--- config.mk ---
export PLATFORM = sky130hd
export DESIGN_NAME = scs_sequencer
export DESIGN_NICKNAME = d
export VERILOG_FILES = /design/src/design/scs_pkg.sv /design/src/design/scs_bit_divider.sv /design/src/design/scs_sequencer.sv
export SDC_FILE = /design/constraint.sdc
export NUM_CORES = 1
export LEC_CHECK = 0
export ABC_AREA = 1
export ABC_CLOCK_PERIOD_IN_PS = 1650
export BUFFER_PORTS_ARGS = -buffer_cell sky130_fd_sc_hd__buf_2
export CAP_MARGIN = 0
export CORE_MARGIN = 3
export CORE_UTILIZATION = 40
export DETAILED_ROUTE_END_ITERATION = 16
export SLEW_MARGIN = 5
export SYNTH_ARGS = -nofsm -noshare
export SYNTH_HDL_FRONTEND = slang
export SYNTH_SLANG_ARGS = --single-unit
--- constraint.sdc ---
create_clock -name pclk -period 1.65 [get_ports pclk]
set_clock_uncertainty 0.1 [all_clocks]
set_input_delay 0.33 -clock pclk [delete_from_list [all_inputs] [get_ports pclk]]
set_output_delay 0.33 -clock pclk [all_outputs]
set_load 0.01 [all_outputs]
--- src/design/scs_pkg.sv ---
// Package of constants and types for the conversion sequencer
package scs_pkg;

    // ========================================
    // Converter geometry and timing
    localparam int RES_BITS = 16;
    localparam int CLK_MHZ = 25;
    localparam int APERTURE_NS = 2;
    localparam int APERTURE_CYCLES =
        ((APERTURE_NS * CLK_MHZ + 999) / 1000 < 1) ? 1 :
        (APERTURE_NS * CLK_MHZ + 999) / 1000;
    localparam int ACQ_NS = 250;
    localparam int ACQ_CYCLES = (ACQ_NS * CLK_MHZ + 999) / 1000;
    localparam int GAP_US = 1000;
    localparam int GAP_CYCLES = GAP_US * CLK_MHZ;
    localparam int BIT_DIV = 2;

    // ========================================
    // Register offsets and reset values
    localparam logic [11:0] OFS_CONTROL = 12'h000;
    localparam logic [11:0] OFS_STATUS = 12'h004;
    localparam logic [11:0] OFS_RESULT = 12'h008;
    localparam logic [11:0] OFS_COUNT = 12'h00c;
    localparam logic [1:0] RST_MODE = 2'h0;
    localparam int MODE_LSB = 0;
    localparam int ST_BUSY = 0;
    localparam int ST_STALE = 1;
    localparam int ST_PDOWN = 2;
    localparam int ST_SAVE = 3;
    localparam logic [15:0] CODE_TOP = 16'hffff;
    localparam logic [15:0] CODE_BOTTOM = 16'h0000;
    localparam logic [15:0] CODE_MSB = 16'h8000;

    // ========================================
    // Modes and states
    typedef enum logic [1:0]
    {
        MODE_NORMAL = 2'h0,
        MODE_FAST = 2'h1,
        MODE_LOW_POWER = 2'h2
    } scs_mode_e;

    typedef enum logic [4:0]
    {
        ST_IDLE = 5'b00001,
        ST_APERTURE = 5'b00010,
        ST_CONVERT = 5'b00100,
        ST_LATCH = 5'b01000,
        ST_ACQUIRE = 5'b10000
    } scs_state_e;

    // Status fields that travel together to the register read path
    typedef struct packed
    {
        logic save;
        logic pdown;
        logic stale;
        logic busy;
    } scs_status_s;

endpackage

--- src/design/scs_bit_divider.sv ---
// Divider that paces the bit search with one-cycle enable pulses
`timescale 1ns/1ps
module scs_bit_divider #(
    parameter int DIV = 2
)
(
    input wire logic pclk,
    input wire logic presetn,
    input wire logic run,
    output logic tick
);
    import scs_pkg::*;

    logic [7:0] count;
    logic [7:0] next_count;
    logic wrap;

    // Restart from zero whenever the search is not running
    assign wrap = (count == 8'(DIV - 1));
    assign next_count = (!run || wrap) ? 8'h00 : count + 8'h01;
    assign tick = run && wrap;

    // ========================================
    // Counter
    always_ff @(posedge pclk or negedge presetn)
    begin
        if (!presetn)
            count <= 8'h00;
        else
            count <= next_count;
    end
endmodule

--- src/design/scs_sequencer.sv ---
// Successive-approximation conversion sequencer with APB registers
// Overview of operation
// (RULE1) Falling start input begins a conversion
// (RULE2) Hold input fixed aperture after start
// (RULE3) Search bits MSB first, binary weighted
// (RULE4) Form code, then drop busy
// (RULE5) Result belongs to the just-finished conversion
// (RULE6) Host discards fast-mode result after gap
// (RULE7) Normal mode has no gap limit
// (RULE8) Low-power mode saves power between conversions
// (RULE9) Coding select gives binary or twos complement
// (RULE10) Ideal codes for every listed level
// (RULE11) Overrange saturates at top code
// (RULE12) Underrange saturates at bottom code
// (RULE13) Busy high from start until result latched
// (RULE14) Reset input aborts and reinitialises
// (RULE15) Power-down finishes current, refuses new
// (RULE16) Low-power: start already low starts conversion
// (RULE17) Coding select high means binary, sampled late
// (RULE18) Starts while busy are ignored
//
// Added by the designer: the address map and the APB interface to the registers.
`timescale 1ns/1ps
module scs_sequencer #(
    parameter int GAP_LIMIT = scs_pkg::GAP_CYCLES,
    parameter int DIV = scs_pkg::BIT_DIV
)
(
    input wire logic pclk,
    input wire logic presetn,
    input wire logic psel,
    input wire logic penable,
    input wire logic pwrite,
    input wire logic [11:0] paddr,
    input wire logic [31:0] pwdata,
    output logic [31:0] prdata,
    output logic pready,
    output logic pslverr,
    input wire logic convert_start_n,
    input wire logic coding_select,
    input wire logic power_down_in,
    input wire logic reset_in,
    input wire logic comp_above,
    input wire logic input_ground_sense,
    input wire logic input_above_span,
    output logic sample_hold,
    output logic [15:0] trial_code,
    output logic busy,
    output logic power_save,
    output logic [15:0] result_code,
    output logic result_stale
);
    import scs_pkg::*;

    // ========================================
    // Declarations
    scs_state_e state;
    scs_state_e next_state;
    scs_mode_e mode;
    scs_status_s status;
    logic start_prev;
    logic start_fall;
    logic start_ok;
    logic [15:0] acc;
    logic [15:0] mask;
    logic [7:0] wait_count;
    logic wait_done;
    logic [31:0] gap_count;
    logic gap_long;
    logic stale_pending;
    logic [31:0] conv_count;
    logic tick;
    logic last_bit;
    logic [15:0] next_acc;
    logic [15:0] raw_code;
    logic apb_write;
    logic apb_read;
    logic hit_control;
    logic hit_status;
    logic hit_result;
    logic hit_count;
    logic hit_any;

    // Straight binary passes through, twos complement flips the MSB
    function automatic logic [15:0] format_code(input logic [15:0] code,
                                                input logic binary);
        format_code = binary ? code : (code ^ CODE_MSB);
    endfunction

    // ========================================
    // Start detection
    // The start pin is taken as synchronous, so one register suffices
    assign start_fall = start_prev && !convert_start_n; // [RULE1]
    // Power-down gates new requests here; starts while busy are dropped because only ST_IDLE takes start_ok
    assign start_ok = start_fall && !power_down_in; // [RULE15] [RULE18]

    always_ff @(posedge pclk or negedge presetn)
    begin
        if (!presetn)
            start_prev <= 1'b1;
        else
            start_prev <= convert_start_n;
    end

    // ========================================
    // Bit pacing
    scs_bit_divider #(
        .DIV(DIV)
    ) u_div (
        .pclk(pclk),
        .presetn(presetn),
        .run(state == ST_CONVERT),
        .tick(tick)
    );

    // Keep the trial bit if the held input sits at or above it
    assign last_bit = (mask == 16'h0001);
    assign next_acc = (comp_above ? acc : (acc & ~mask))
                      | (mask >> 1); // [RULE3]
    assign wait_done = (wait_count == 8'h00);

    // Saturate outside the span instead of trusting the search
    assign raw_code = input_above_span ? CODE_TOP : // [RULE11]
                      input_ground_sense ? CODE_BOTTOM : // [RULE12]
                      next_acc & ~(mask >> 1) |
                      (comp_above ? mask : 16'h0000); // [RULE10]

    // ========================================
    // Sequencer next state
    always_comb
    begin
        next_state = state;
        unique case (state)
            ST_IDLE:
                if (start_ok)
                    next_state = ST_APERTURE; // [RULE1]
            ST_APERTURE:
                if (wait_done)
                    next_state = ST_CONVERT; // [RULE2]
            ST_CONVERT:
                if (tick && last_bit)
                    next_state = ST_LATCH;
            ST_LATCH:
                if (mode == MODE_LOW_POWER)
                    next_state = ST_ACQUIRE;
                else
                    next_state = ST_IDLE;
            ST_ACQUIRE:
                if (wait_done)
                    // Start already low: convert at once
                    next_state = (!convert_start_n && !power_down_in) ?
                                 ST_APERTURE : ST_IDLE; // [RULE16]
            default:
                next_state = ST_IDLE;
        endcase
    end

    // ========================================
    // Sequencer state and search registers
    // The soft reset input aborts any search in flight
    always_ff @(posedge pclk or negedge presetn)
    begin
        if (!presetn)
            state <= ST_IDLE;
        else if (reset_in)
            state <= ST_IDLE; // [RULE14]
        else
            state <= next_state;
    end

    // Wait counter serves both aperture and acquisition intervals
    always_ff @(posedge pclk or negedge presetn)
    begin
        if (!presetn)
            wait_count <= 8'h00;
        else if (next_state == ST_APERTURE && state != ST_APERTURE)
            wait_count <= 8'(APERTURE_CYCLES - 1); // [RULE2]
        else if (next_state == ST_ACQUIRE && state != ST_ACQUIRE)
            wait_count <= 8'(ACQ_CYCLES - 1);
        else if (!wait_done)
            wait_count <= wait_count - 8'h01;
    end

    always_ff @(posedge pclk or negedge presetn)
    begin
        if (!presetn)
        begin
            acc <= CODE_MSB;
            mask <= CODE_MSB;
        end
        else if (state == ST_APERTURE)
        begin
            acc <= CODE_MSB; // [RULE3]
            mask <= CODE_MSB;
        end
        else if (state == ST_CONVERT && tick)
        begin
            acc <= next_acc; // [RULE3]
            mask <= mask >> 1;
        end
    end

    // ========================================
    // Result latch, no pipeline between search and output
    always_ff @(posedge pclk or negedge presetn)
    begin
        if (!presetn)
            result_code <= CODE_BOTTOM;
        else if (state == ST_CONVERT && tick && last_bit && !reset_in)
            result_code <= format_code(raw_code, // [RULE5] [RULE9]
                                       coding_select); // [RULE17]
    end

    // ========================================
    // Gap watch for the fast mode
    // The host decides whether to discard; the device only flags it
    always_ff @(posedge pclk or negedge presetn)
    begin
        if (!presetn)
            gap_count <= 32'h0000_0000;
        else if (state == ST_LATCH)
            gap_count <= 32'h0000_0000;
        else if (!gap_long)
            gap_count <= gap_count + 32'h0000_0001;
    end

    // Counter starts at zero after reset, but stale_pending forces gap_long: power-up counts as a gap
    assign gap_long = (gap_count >= 32'(GAP_LIMIT)) || stale_pending;

    always_ff @(posedge pclk or negedge presetn)
    begin
        if (!presetn)
            stale_pending <= 1'b1;
        else if (state == ST_LATCH)
            stale_pending <= 1'b0;
    end

    // Normal and low-power modes never flag a stale result
    always_ff @(posedge pclk or negedge presetn)
    begin
        if (!presetn)
            result_stale <= 1'b0;
        else if (state == ST_IDLE && start_ok)
            result_stale <= gap_long && (mode == MODE_FAST); // [RULE6] [RULE7]
    end

    always_ff @(posedge pclk or negedge presetn)
    begin
        if (!presetn)
            conv_count <= 32'h0000_0000;
        else if (state == ST_LATCH)
            conv_count <= conv_count + 32'h0000_0001;
    end

    // ========================================
    // Pin outputs
    // Busy covers aperture, search and the latch cycle
    assign busy = (state == ST_APERTURE) || (state == ST_CONVERT)
                  || (state == ST_LATCH); // [RULE13] [RULE4]
    assign sample_hold = (state == ST_CONVERT) || (state == ST_LATCH);
    assign trial_code = acc;
    // Front end sleeps only while idle in low-power mode or powered down
    assign power_save = (state == ST_IDLE) &&
                        ((mode == MODE_LOW_POWER) || power_down_in); // [RULE8]

    assign status.busy = busy;
    assign status.stale = result_stale;
    assign status.pdown = power_down_in;
    assign status.save = power_save;

    // ========================================
    // APB slave, zero wait states
    assign hit_control = (paddr == OFS_CONTROL);
    assign hit_status = (paddr == OFS_STATUS);
    assign hit_result = (paddr == OFS_RESULT);
    assign hit_count = (paddr == OFS_COUNT);
    assign hit_any = hit_control || hit_status || hit_result || hit_count;
    assign apb_write = psel && penable && pwrite;
    assign apb_read = psel && !penable && !pwrite;
    assign pready = 1'b1;
    assign pslverr = psel && penable && !hit_any;

    // Mode changes mid-conversion only steer what follows the latch
    always_ff @(posedge pclk or negedge presetn)
    begin
        if (!presetn)
            mode <= scs_mode_e'(RST_MODE);
        else if (apb_write && hit_control && pwdata[1:0] != 2'h3)
            mode <= scs_mode_e'(pwdata[MODE_LSB +: 2]);
    end

    // Read data registered in the setup cycle, valid in the access phase
    always_ff @(posedge pclk or negedge presetn)
    begin
        if (!presetn)
            prdata <= 32'h0000_0000;
        else if (apb_read)
        begin
            if (hit_control)
                prdata <= {30'h0000_0000, mode};
            else if (hit_status)
                prdata <= {28'h000_0000, status};
            else if (hit_result)
                prdata <= {16'h0000, result_code};
            else if (hit_count)
                prdata <= conv_count;
            else
                prdata <= 32'h0000_0000;
        end
    end
endmodule

==> flow_summary_export.csv, run 1 <==
group,metric,value,unit
clock_tree,clk_latency,0.43,ns
min_path,min_path_type,"input pin to flip-flop",
floorplan,start_util,41.47,%
placement,port_buffers,94,
global_route,grt-ovfl-total,0,
timing,final_max_slew_viol_count,0,
flow_run,cap_viol_max_count,0,
cells_and_area,fillCellCount,1954,
pwr,sequentialPowerShare,46.5,%
global_route,grt_max_degree,66,
critical_path,critPathLaunchType,"flip-flop",
pwr,ir_worst_vdd,0.0006152,V
yosys,yosysSeqAreaShare,47.96,%
route,drcViolationCount,0,
timing,fin_crit,1.965,ns
cells_and_area,diodes,0,
timing,worst_slack,-0.3146,ns
critical_path,required,1.22,ns
route,first_pass_iters,5,
timing,holdWs,0.08598,ns
clock_tree,cts_buffers,17,
cells_and_area,final_nets,1465,
pwr,power.switching,2.725,mW
global_route,grt_pass1_wl,40110,um
floorplan,fp-row-count,53,
route,ant_nets,0,
floorplan,die_w,155.0,um
cells_and_area,stdcell_count,1691,
timing,final-setup-viol-count,73,
clock_tree,clock_path_buffers,2,
cells_and_area,final-seq-area,4264,um^2
placement,dp_hpwl,17610,um
route,drt_iter0_drc,506,
clock_tree,cts_tree,"done",
route,routed_wl,25830,um
global_route,grt.total_usage,20.52,%
critical_path,cp.arrival,1.53,ns
pwr,combPwrFrac,13.0,%
cells_and_area,area_delta_synth_final,38.13,%
route,vias,8538,
yosys,syn-num-nets,1253,
critical_path,critPathKind,"flip-flop to output port",
global_route,antenna_found_initial,0,
yosys,yosys_warnings,0,
placement,gp_congestion,0.8954,
critical_path,path_max_fanout,3,
pwr,p_clk_share,40.6,%
timing,finalCritPeriodShare,119.1,%
floorplan,dieArea,24030,um^2
floorplan,coreArea,21420,um^2
route,wl_per_cell,15.27,um
cells_and_area,multi_input_comb_area,4659,um^2
cells_and_area,drive_above_1_share,29.24,%
placement,dp_cells,1624,
yosys,synth_cell_types,36,
clock_tree,cts.sinks,170,
pwr,p_per_area,799.4,nW/um^2
pwr,power.total,9.808,mW
critical_path,cp-end-kind,"output port",
floorplan,pin_count,126,
yosys,syn_area,8882,um^2
clock_tree,clk_pin_slew_worst_paths,0.07,ns
floorplan,die_h,155.0,um
yosys,ys_ff_latch,170,
yosys,avgSynthCellArea,7.458,um^2
global_route,grt_pass1_vias,8042,
timing,rsz0062_at_grt,"yes",
timing,fmax,509.0,MHz
status,violations,"setup timing",
timing,timing_hold_violations_final,0,
pwr,p_int,7.083,mW
clock_tree,htree_levels,4,
status,status,"complete, but fails checks",
clock_tree,cts-root-buf,"clkbuf_16",
route,via_per_inst,5.049,
pwr,switching_share,27.79,%
yosys,netlist_instances,1191,
pwr,leakage,6.116,nW
==> area by class of cell <==
cell class                      count  share of cell area [%]
Inverter                          117                   3.692
Sequential cell                   170                   34.75
Clock buffer                       18                   3.579
Clock inverter                     14                   1.122
Timing Repair Buffer              229                   16.07
Tap cell                          275                   2.804
Multi-Input combinational cell    868                   37.98
==> Yosys cell counts <==
cell       instances  area share (%)
a21oi_1           25             1.4
buf_1              1           0.042
buf_2             13            0.73
buf_4              3            0.25
buf_6              2            0.25
clkbuf_1          17            0.72
conb_1             1           0.042
dfrtp_1          165              46
dfstp_2            5             1.5
ha_1               6            0.85
inv_1            113             4.8
inv_2              4            0.17
nand2_1          387              16
nand2_2            1           0.070
nand2_4            2            0.25
nand3_1          119             6.7
nand3b_1           9            0.76
nand4_1           15             1.1
nor2_1           165             7.0
nor2_2             4            0.28
nor2_4             2            0.25
nor2_8             1            0.23
nor3_1             8            0.45
nor3_4             1            0.18
nor4_1             4            0.28
nor4_4             1            0.24
o2111ai_1          1           0.099
o211ai_1           1           0.085
o21a_1             1           0.085
o21ai_0           46             2.6
o21ai_1            2            0.11
o22ai_1           20             1.4
o31ai_1           11            0.93
or2_2              2            0.14
xnor2_1            4            0.39
xor2_1            29             2.9
==> cells by family after synthesis <==
family	synth area share [%]
adder cells (fa/ha/maj)	0.8452
flip-flops	47.96
AND/OR/NAND/NOR	34.23
other	0.04222
buffers and inverters	6.945
XOR/XNOR	3.254
AO/OA/AOI/OAI	6.719
==> per-layer routing <==
layer | wire length (um) | GRT usage (%) | vias up
met3 | 1209 | 3.811 | 46
li1 | - | - | 4236
met5 | 0 | 0 | -
met1 | 11240 | 26.94 | 4053
met4 | 624 | 6.308 | 0
met2 | 12750 | 34.56 | 203
==> cell usage in the layout (no fill, tap or decap), drive strengths merged <==
| master | count |
|---|---|
| nand2 | 390 |
| buf | 219 |
| nor2 | 172 |
| dfrtp | 165 |
| inv | 122 |
| nand3 | 119 |
| o21ai | 48 |
| xor2 | 29 |
| a21oi | 25 |
| clkbuf | 25 |
| o22ai | 20 |
| nand4 | 15 |
| o31ai | 11 |
| nand3b | 9 |
| nor3 | 9 |
| ha | 6 |
| clkinvlp | 5 |
| dfstp | 5 |
| nor4 | 5 |
| xnor2 | 4 |
| dlygate4sd3 | 3 |
| clkinv | 3 |
| or2 | 2 |
| o211ai | 1 |
| o21a | 1 |
| o2111ai | 1 |
| conb | 1 |
| bufinv | 1 |
==> worst max-delay path: stages (launching register included) <==
cell and delay [ns]:
dfstp_2 0.57, nor2_4 0.06, nand4_1 0.09, buf_4 0.14, buf_6 0.09, nand2_4 0.04
buf_6 0.11
==> worst paths after layout <==
kind                                 from              to  slack [ns]  cells past startpoint
min reg2reg                u_div.count[7]  u_div.count[7]        0.37                      1
max reg2reg                      state[0]  conv_count[11]       -0.27                      9
min in group asynchronous         presetn      prdata[21]        0.34                      3
max in group asynchronous         presetn        mask[15]        0.71                      3
max                              state[0]     sample_hold       -0.31                      6
min                             pwdata[0]         mode[0]        0.09                      3
==> timing repair <==
action,in CTS,in global routing
resized for setup,25,197
hold endpoints to repair,168,0
endpoints found under the setup margin,19,116
gates cloned,1,11
buffers inserted,3,18
hold buffers,3,0
pin swaps,4,16
==> flip-flops by register name, summed over array words and instances (netlist names), 2 cells and up <==
register and count:
state 5, mode 2, prdata 32, gap_count 32, conv_count 32, result_code 16
u_div.count 8, wait_count 8, mask 16, trial_code 16
==> power by group through the flow <==
stage | sequential, mW | combinational (mW) | clock [mW]
floorplan | 4.64 | 0.645 | 0
global placement | 4.62 | 1.14 | 0
detailed placement | 4.62 | 1.15 | 0
CTS | 4.54 | 1.18 | 4.08
global route | 4.58 | 1.45 | 4.27
finish | 4.56 | 1.27 | 3.98
==> metrics by stage <==
stage / area (um^2) / TNS, ns / setup slack (ns) / utilization (%)
2_1_floorplan: 8886 / 0 / 0.002628 / -
3_3_place_gp: 10460 / -0.04482 / -0.02592 / 48.82
3_5_place_dp: 10460 / -0.07605 / -0.03109 / 48.82
4_1_cts: 11200 / -1.664 / -0.3610 / 52.28
5_1_grt: 12270 / -14.76 / -0.3787 / 57.28
6_report: 12270 / -8.708 / -0.3146 / 57.28
Note: power is estimated with default switching activity, not from simulation.
==> run 2, diff against run 1 <==
--- a/config.mk
+++ b/config.mk
@@ -6,12 +6,14 @@
 export NUM_CORES = 1
 export LEC_CHECK = 0
 export ABC_AREA = 1
-export ABC_CLOCK_PERIOD_IN_PS = 1650
+export ABC_CLOCK_PERIOD_IN_PS = 2250
 export BUFFER_PORTS_ARGS = -buffer_cell sky130_fd_sc_hd__buf_2
 export CAP_MARGIN = 0
-export CORE_MARGIN = 3
-export CORE_UTILIZATION = 40
+export CELL_PAD_IN_SITES_DETAIL_PLACEMENT = 2
+export CELL_PAD_IN_SITES_GLOBAL_PLACEMENT = 2
+export CORE_UTILIZATION = 33
 export DETAILED_ROUTE_END_ITERATION = 16
+export PLACE_DENSITY_LB_ADDON = 0.1
 export SLEW_MARGIN = 5
 export SYNTH_ARGS = -nofsm -noshare
 export SYNTH_HDL_FRONTEND = slang
==> constraint.sdc (replaced) <==
create_clock -name pclk -period 2.25 [get_ports pclk]
set_clock_uncertainty 0.1 [all_clocks]
set_input_delay 0.45 -clock pclk [delete_from_list [all_inputs] [get_ports pclk]]
set_output_delay 0.45 -clock pclk [all_outputs]
set_load 0.01 [all_outputs]
==> run 2 against run 1 <==
  * Global-route usage increased by 1.8 points
  * Combinational power decreased by 34%
  * Critical endpoint is now power_save
  * Via count shrank 1.6%
  * The run ends with DRC left
  * Final area fell by 15%
  * Register-to-register slack better by 0.47 ns
  * Setup slack improved by 0.33 ns
  * Core utilization decreased by 17 points
  * Wire length up 14%
  * Sequential cell count did not move
  * Critical path depth decreased by 2
  * Non-clock buffer count decreased by 102
  * Die area increased by 15%
==> flow_summary_export.csv, run 2 (same netlist as run 1, synthesis figures left out) <==
group,metric,value,unit
status,status,"complete, but fails checks",
status,violations,"DRC",
floorplan,start_util,33.89,%
cells_and_area,layout_common_cells,"387 x nand2_1, 165 x dfrtp_1, 163 x nor2_1, 117 x nand3_1, 113 x inv_1",
placement,pre_cts_ws,0.1294,ns
clock_tree,cts-root-buf,"clkbuf_16",
floorplan,die_h,166.1,um
clock_tree,clock_path_buffers,2,
pwr,ir_worst_vdd,0.0003980,V
min_path,min_path_type,"input pin to flip-flop",
route,drt_iter0_drc,338,
route,drcViolationCount,2,
clock_tree,cts_tree,"done",
floorplan,pin_count,126,
placement,gp_congestion,0.8362,
placement,placedInstanceArea,9868,um^2
clock_tree,clk_latency,0.44,ns
timing,worst_slack,0.01515,ns
floorplan,die_w,166.1,um
flow_run,cap_viol_max_count,0,
timing,final-setup-viol-count,0,
global_route,grt_pass1_wl,48690,um
floorplan,dieArea,27580,um^2
critical_path,critPathLaunchType,"flip-flop",
global_route,grt_pass1_vias,9037,
global_route,grt-ovfl-total,0,
global_route,antenna_found_initial,0,
pwr,leakage,5.341,nW
route,wl_per_cell,17.92,um
timing,timing_hold_violations_final,0,
floorplan,fp-row-count,59,
route,via_per_inst,5.095,
timing,finalCritPeriodShare,99.33,%
cells_and_area,final_nets,1363,
global_route,grt.total_usage,22.27,%
clock_tree,clk_pin_slew_worst_paths,0.07,ns
route,vias,8401,
timing,max_slew_margin,59.68,%
critical_path,path_max_fanout,4,
floorplan,coreArea,26210,um^2
timing,worstMarginPinSlew,0.6026,ns
global_route,grt_max_degree,54,
placement,port_buffers,94,
clock_tree,htree_levels,4,
pwr,p_per_area,671.2,nW/um^2
timing,fmax,447.5,MHz
critical_path,required,1.70,ns
cells_and_area,area_delta_synth_final,17.93,%
route,routed_wl,29550,um
critical_path,cp.arrival,1.68,ns
cells_and_area,diodes,0,
cells_and_area,drive_above_1_share,13.93,%
cells_and_area,final_common_cell,"nand2_1",
placement,dp_hpwl,21820,um
timing,final_max_slew_viol_count,0,
cells_and_area,postLayoutCellArea,10480,um^2
cells_and_area,reg.largest.list,"conv_count x32, gap_count x32, prdata x32",
critical_path,critPathKind,"flip-flop to output port",
clock_tree,cts.sinks,170,
route,ant_nets,0,
timing,fin_crit,2.235,ns
clock_tree,cts_buffers,17,
critical_path,cp-end-kind,"output port",
route,first_pass_iters,10,
[run 2: path summary, 6_finish.rpt]
kind	startpoint	endpoint	slack (ns)	cells after the start
min in group asynchronous	presetn	conv_count[23]	0.39	2
worst min register to register	stale_pending	stale_pending	0.37	2
worst min-delay path	reset_in	state[2]	0.12	2
worst max register to register	u_div.count[1]	result_code[12]	0.20	9
worst max-delay path	state[2]	power_save	0.02	4
max in group asynchronous	presetn	mask[15]	0.99	3
[run 2: final cells by class]
cell class | instances | area [um^2]
flip-flops and latches | 170 | 4260
clock inverters | 11 | 86.33
multi-input cells | 868 | 4033
well taps | 335 | 419.2
clock buffers | 21 | 470.5
inverters | 117 | 439.2
repair buffers | 127 | 767.0
fillers | 3112 | 15730
[run 2: repair_timing]
item | CTS | global route
resized for setup | 1 | 4
endpoints found under the hold margin | 26 | 1
setup buffers | 0 | 1
setup endpoints to repair | 1 | 3
hold buffers | 1 | 1
pin swaps | 0 | 1
[run 2: stage by stage]
step	hold WS, ns	TNS [ns]	util (%)	power (mW)	instances
floorplan	0.05441	0	-	3.877	1191
global placement	0.2796	0	37.66	4.201	1614
detailed placement	0.2802	0	37.66	4.246	1614
CTS	0.002354	0	39.84	7.141	1647
global route	0.1187	-0.02005	39.97	7.369	1649
finish	0.1156	0	39.97	7.030	1649
[run 2: report_power, final]
| part | internal [mW] | switching [mW] |
|---|---|---|
| registers | 3.22 | 0.131 |
| logic | 0.333 | 0.501 |
| clock network | 1.52 | 1.33 |
| total | 5.07 | 1.96 |
[run 2: critical path: stages (launching register included)]
cell and delay [ns]:
dfrtp_1 0.43, nor2_2 0.21, nand4_1 0.25, nor2_2 0.21, buf_2 0.16
[run 2: metal layers]
metal  global-route usage [%]  vias up  share of wire [%]
li1                         -     4018                  -
met1                    29.39     4276                 47
met2                    39.15       91                 51
met3                    2.645       16                1.8
met4                    4.592        0               0.74
met5                        0        -                  0
==> run 3, diff against run 2 <==
--- a/config.mk
+++ b/config.mk
@@ -11,10 +11,11 @@
 export CAP_MARGIN = 0
 export CELL_PAD_IN_SITES_DETAIL_PLACEMENT = 2
 export CELL_PAD_IN_SITES_GLOBAL_PLACEMENT = 2
-export CORE_UTILIZATION = 33
+export CORE_UTILIZATION = 34
+export CTS_BUF_LIST = sky130_fd_sc_hd__clkbuf_4 sky130_fd_sc_hd__clkbuf_8
 export DETAILED_ROUTE_END_ITERATION = 16
 export PLACE_DENSITY_LB_ADDON = 0.1
-export SLEW_MARGIN = 5
+export SLEW_MARGIN = 10
 export SYNTH_ARGS = -nofsm -noshare
 export SYNTH_HDL_FRONTEND = slang
 export SYNTH_SLANG_ARGS = --single-unit
==> run 3 against run 2 <==
  * The flow now finishes without violations
  * Final cell count is 0.42% lower
  * Maximum frequency grew 0.99%
  * Wire length shrank 2.7%
  * Highest routed layer unchanged
  * Critical endpoint is now busy
  * Core utilization grew 0.71 points
==> flow_summary_export.csv, run 3 (same netlist as run 1, synthesis figures left out) <==
group,metric,value,unit
timing,final-setup-viol-count,0,
floorplan,start_util,34.97,%
cells_and_area,final_common_cell,"nand2_1",
clock_tree,cts_tree,"done",
critical_path,critPathLaunchType,"flip-flop",
flow_run,cap_viol_max_count,0,
floorplan,coreArea,25400,um^2
placement,dp_hpwl,21060,um
global_route,grt_pass1_wl,47310,um
route,routed_wl,28750,um
cells_and_area,layout_common_cells,"386 x nand2_1, 164 x dfrtp_1, 162 x nor2_1, 117 x nand3_1, 113 x inv_1",
cells_and_area,fillCellCount,3010,
clock_tree,clock_path_buffers,2,
critical_path,path_max_fanout,3,
timing,timing_hold_violations_final,0,
clock_tree,htree_levels,4,
floorplan,pin_count,126,
placement,gp_congestion,0.7980,
timing,finalCritPeriodShare,98.35,%
pwr,p_per_area,619.4,nW/um^2
global_route,grt_busiest_layer,"met2",
route,drt_iter0_drc,421,
global_route,grt_pass1_vias,8943,
timing,worstMarginPinSlew,0.5817,ns
cells_and_area,drive_above_1_share,14.10,%
timing,rsz0062_at_grt,"yes",
route,drcViolationCount,0,
clock_tree,cts-root-buf,"clkbuf_8",
critical_path,cp-end-kind,"output port",
critical_path,cp.arrival,1.66,ns
cells_and_area,diodes,0,
global_route,met2_usage,39.58,%
floorplan,dieArea,26770,um^2
global_route,antenna_found_initial,0,
route,vias,8310,
global_route,grt_max_degree,74,
timing,max_slew_margin,61.18,%
route,wl_per_cell,17.51,um
critical_path,required,1.70,ns
floorplan,fp-row-count,58,
timing,fin_crit,2.213,ns
clock_tree,cts.sinks,170,
cells_and_area,final_nets,1361,
pwr,leakage,5.274,nW
route,first_pass_iters,4,
timing,fin_tns_setup,0,ns
timing,final_max_slew_viol_count,0,
global_route,use_met1,29.42,%
global_route,met3_usage,3.098,%
critical_path,critPathKind,"flip-flop to output port",
status,status,"complete, no violations",
clock_tree,clk_latency,0.49,ns
timing,fmax,451.9,MHz
cells_and_area,area_delta_synth_final,16.33,%
floorplan,die_h,163.6,um
min_path,min_path_type,"input pin to flip-flop",
clock_tree,cts_buffers,17,
clock_tree,clk_pin_slew_worst_paths,0.11,ns
global_route,grt.total_usage,22.77,%
floorplan,die_w,163.6,um
cells_and_area,reg.largest.list,"conv_count x32, gap_count x32, prdata x32",
pwr,ir_worst_vdd,0.0003324,V
global_route,grt-ovfl-total,0,
route,ant_nets,0,
route,via_per_inst,5.061,
placement,port_buffers,94,
timing,holdWs,0.06335,ns
==> run 3: repair_timing <==
| action | CTS | global route |
|---|---|---|
| setup endpoints to repair | 3 | 4 |
| hold endpoints to repair | 66 | 0 |
| buffers inserted | 3 | 1 |
| hold buffers | 2 | 0 |
| gates resized for setup | 9 | 3 |
| pin swaps | 4 | 4 |
==> run 3: final cells by class <==
type / count / area (um^2) / share of cell area, %
sequential: 170 / 4262 / 41.24
multi-input combinational: 868 / 4043 / 39.13
timing repair buffer: 125 / 793.3 / 7.677
inverter: 117 / 439.2 / 4.250
tap: 330 / 412.9 / 3.996
clock buffer: 17 / 234.0 / 2.264
clock inverter: 15 / 148.9 / 1.441
==> run 3: layer usage <==
| layer | share of wire [%] | up-vias |
|---|---|---|
| li1 | - | 4002 |
| met1 | 47 | 4193 |
| met2 | 50 | 89 |
| met3 | 1.8 | 26 |
| met4 | 1.5 | 0 |
| met5 | 0 | - |
==> run 3: where the power goes <==
part / internal [mW] / total [mW] / switching, mW
Sequential: 3.21 / 3.34 / 0.129
Clock: 0.831 / 2.23 / 1.40
Combinational: 0.335 / 0.829 / 0.494
Total: 4.38 / 6.40 / 2.02
==> run 3: final timing paths <==
check | cells past startpoint | end | slack [ns] | from
max in group asynchronous | 3 | trial_code[14] | 1.09 | presetn
hold / removal | 2 | state[2] | 0.06 | reset_in
setup / recovery | 5 | busy | 0.04 | state[0]
min in group asynchronous | 2 | conv_count[16] | 0.27 | presetn
setup reg to reg | 9 | result_code[10] | 0.19 | state[4]
hold reg to reg | 2 | stale_pending | 0.37 | stale_pending
==> run 3: through the flow <==
step	total power, mW	std cells	worst slack (ns)	instance area, um^2	util (%)
floorplan	3.877	1191	0.3560	8882	-
global placement	4.197	1604	0.2509	9849	38.78
detailed placement	4.235	1604	0.2229	9849	38.78
CTS	6.510	1641	-0.01439	10320	40.62
global route	6.716	1642	-0.04387	10330	40.68
finish	6.400	1642	0.03711	10330	40.68
==> run 3: critical path, stage by stage (launching register included) <==
cell and delay [ns]:
dfstp_2 0.60, nor2_4 0.06, nand4_1 0.15, buf_6 0.16, nand3_4 0.09, buf_6 0.14
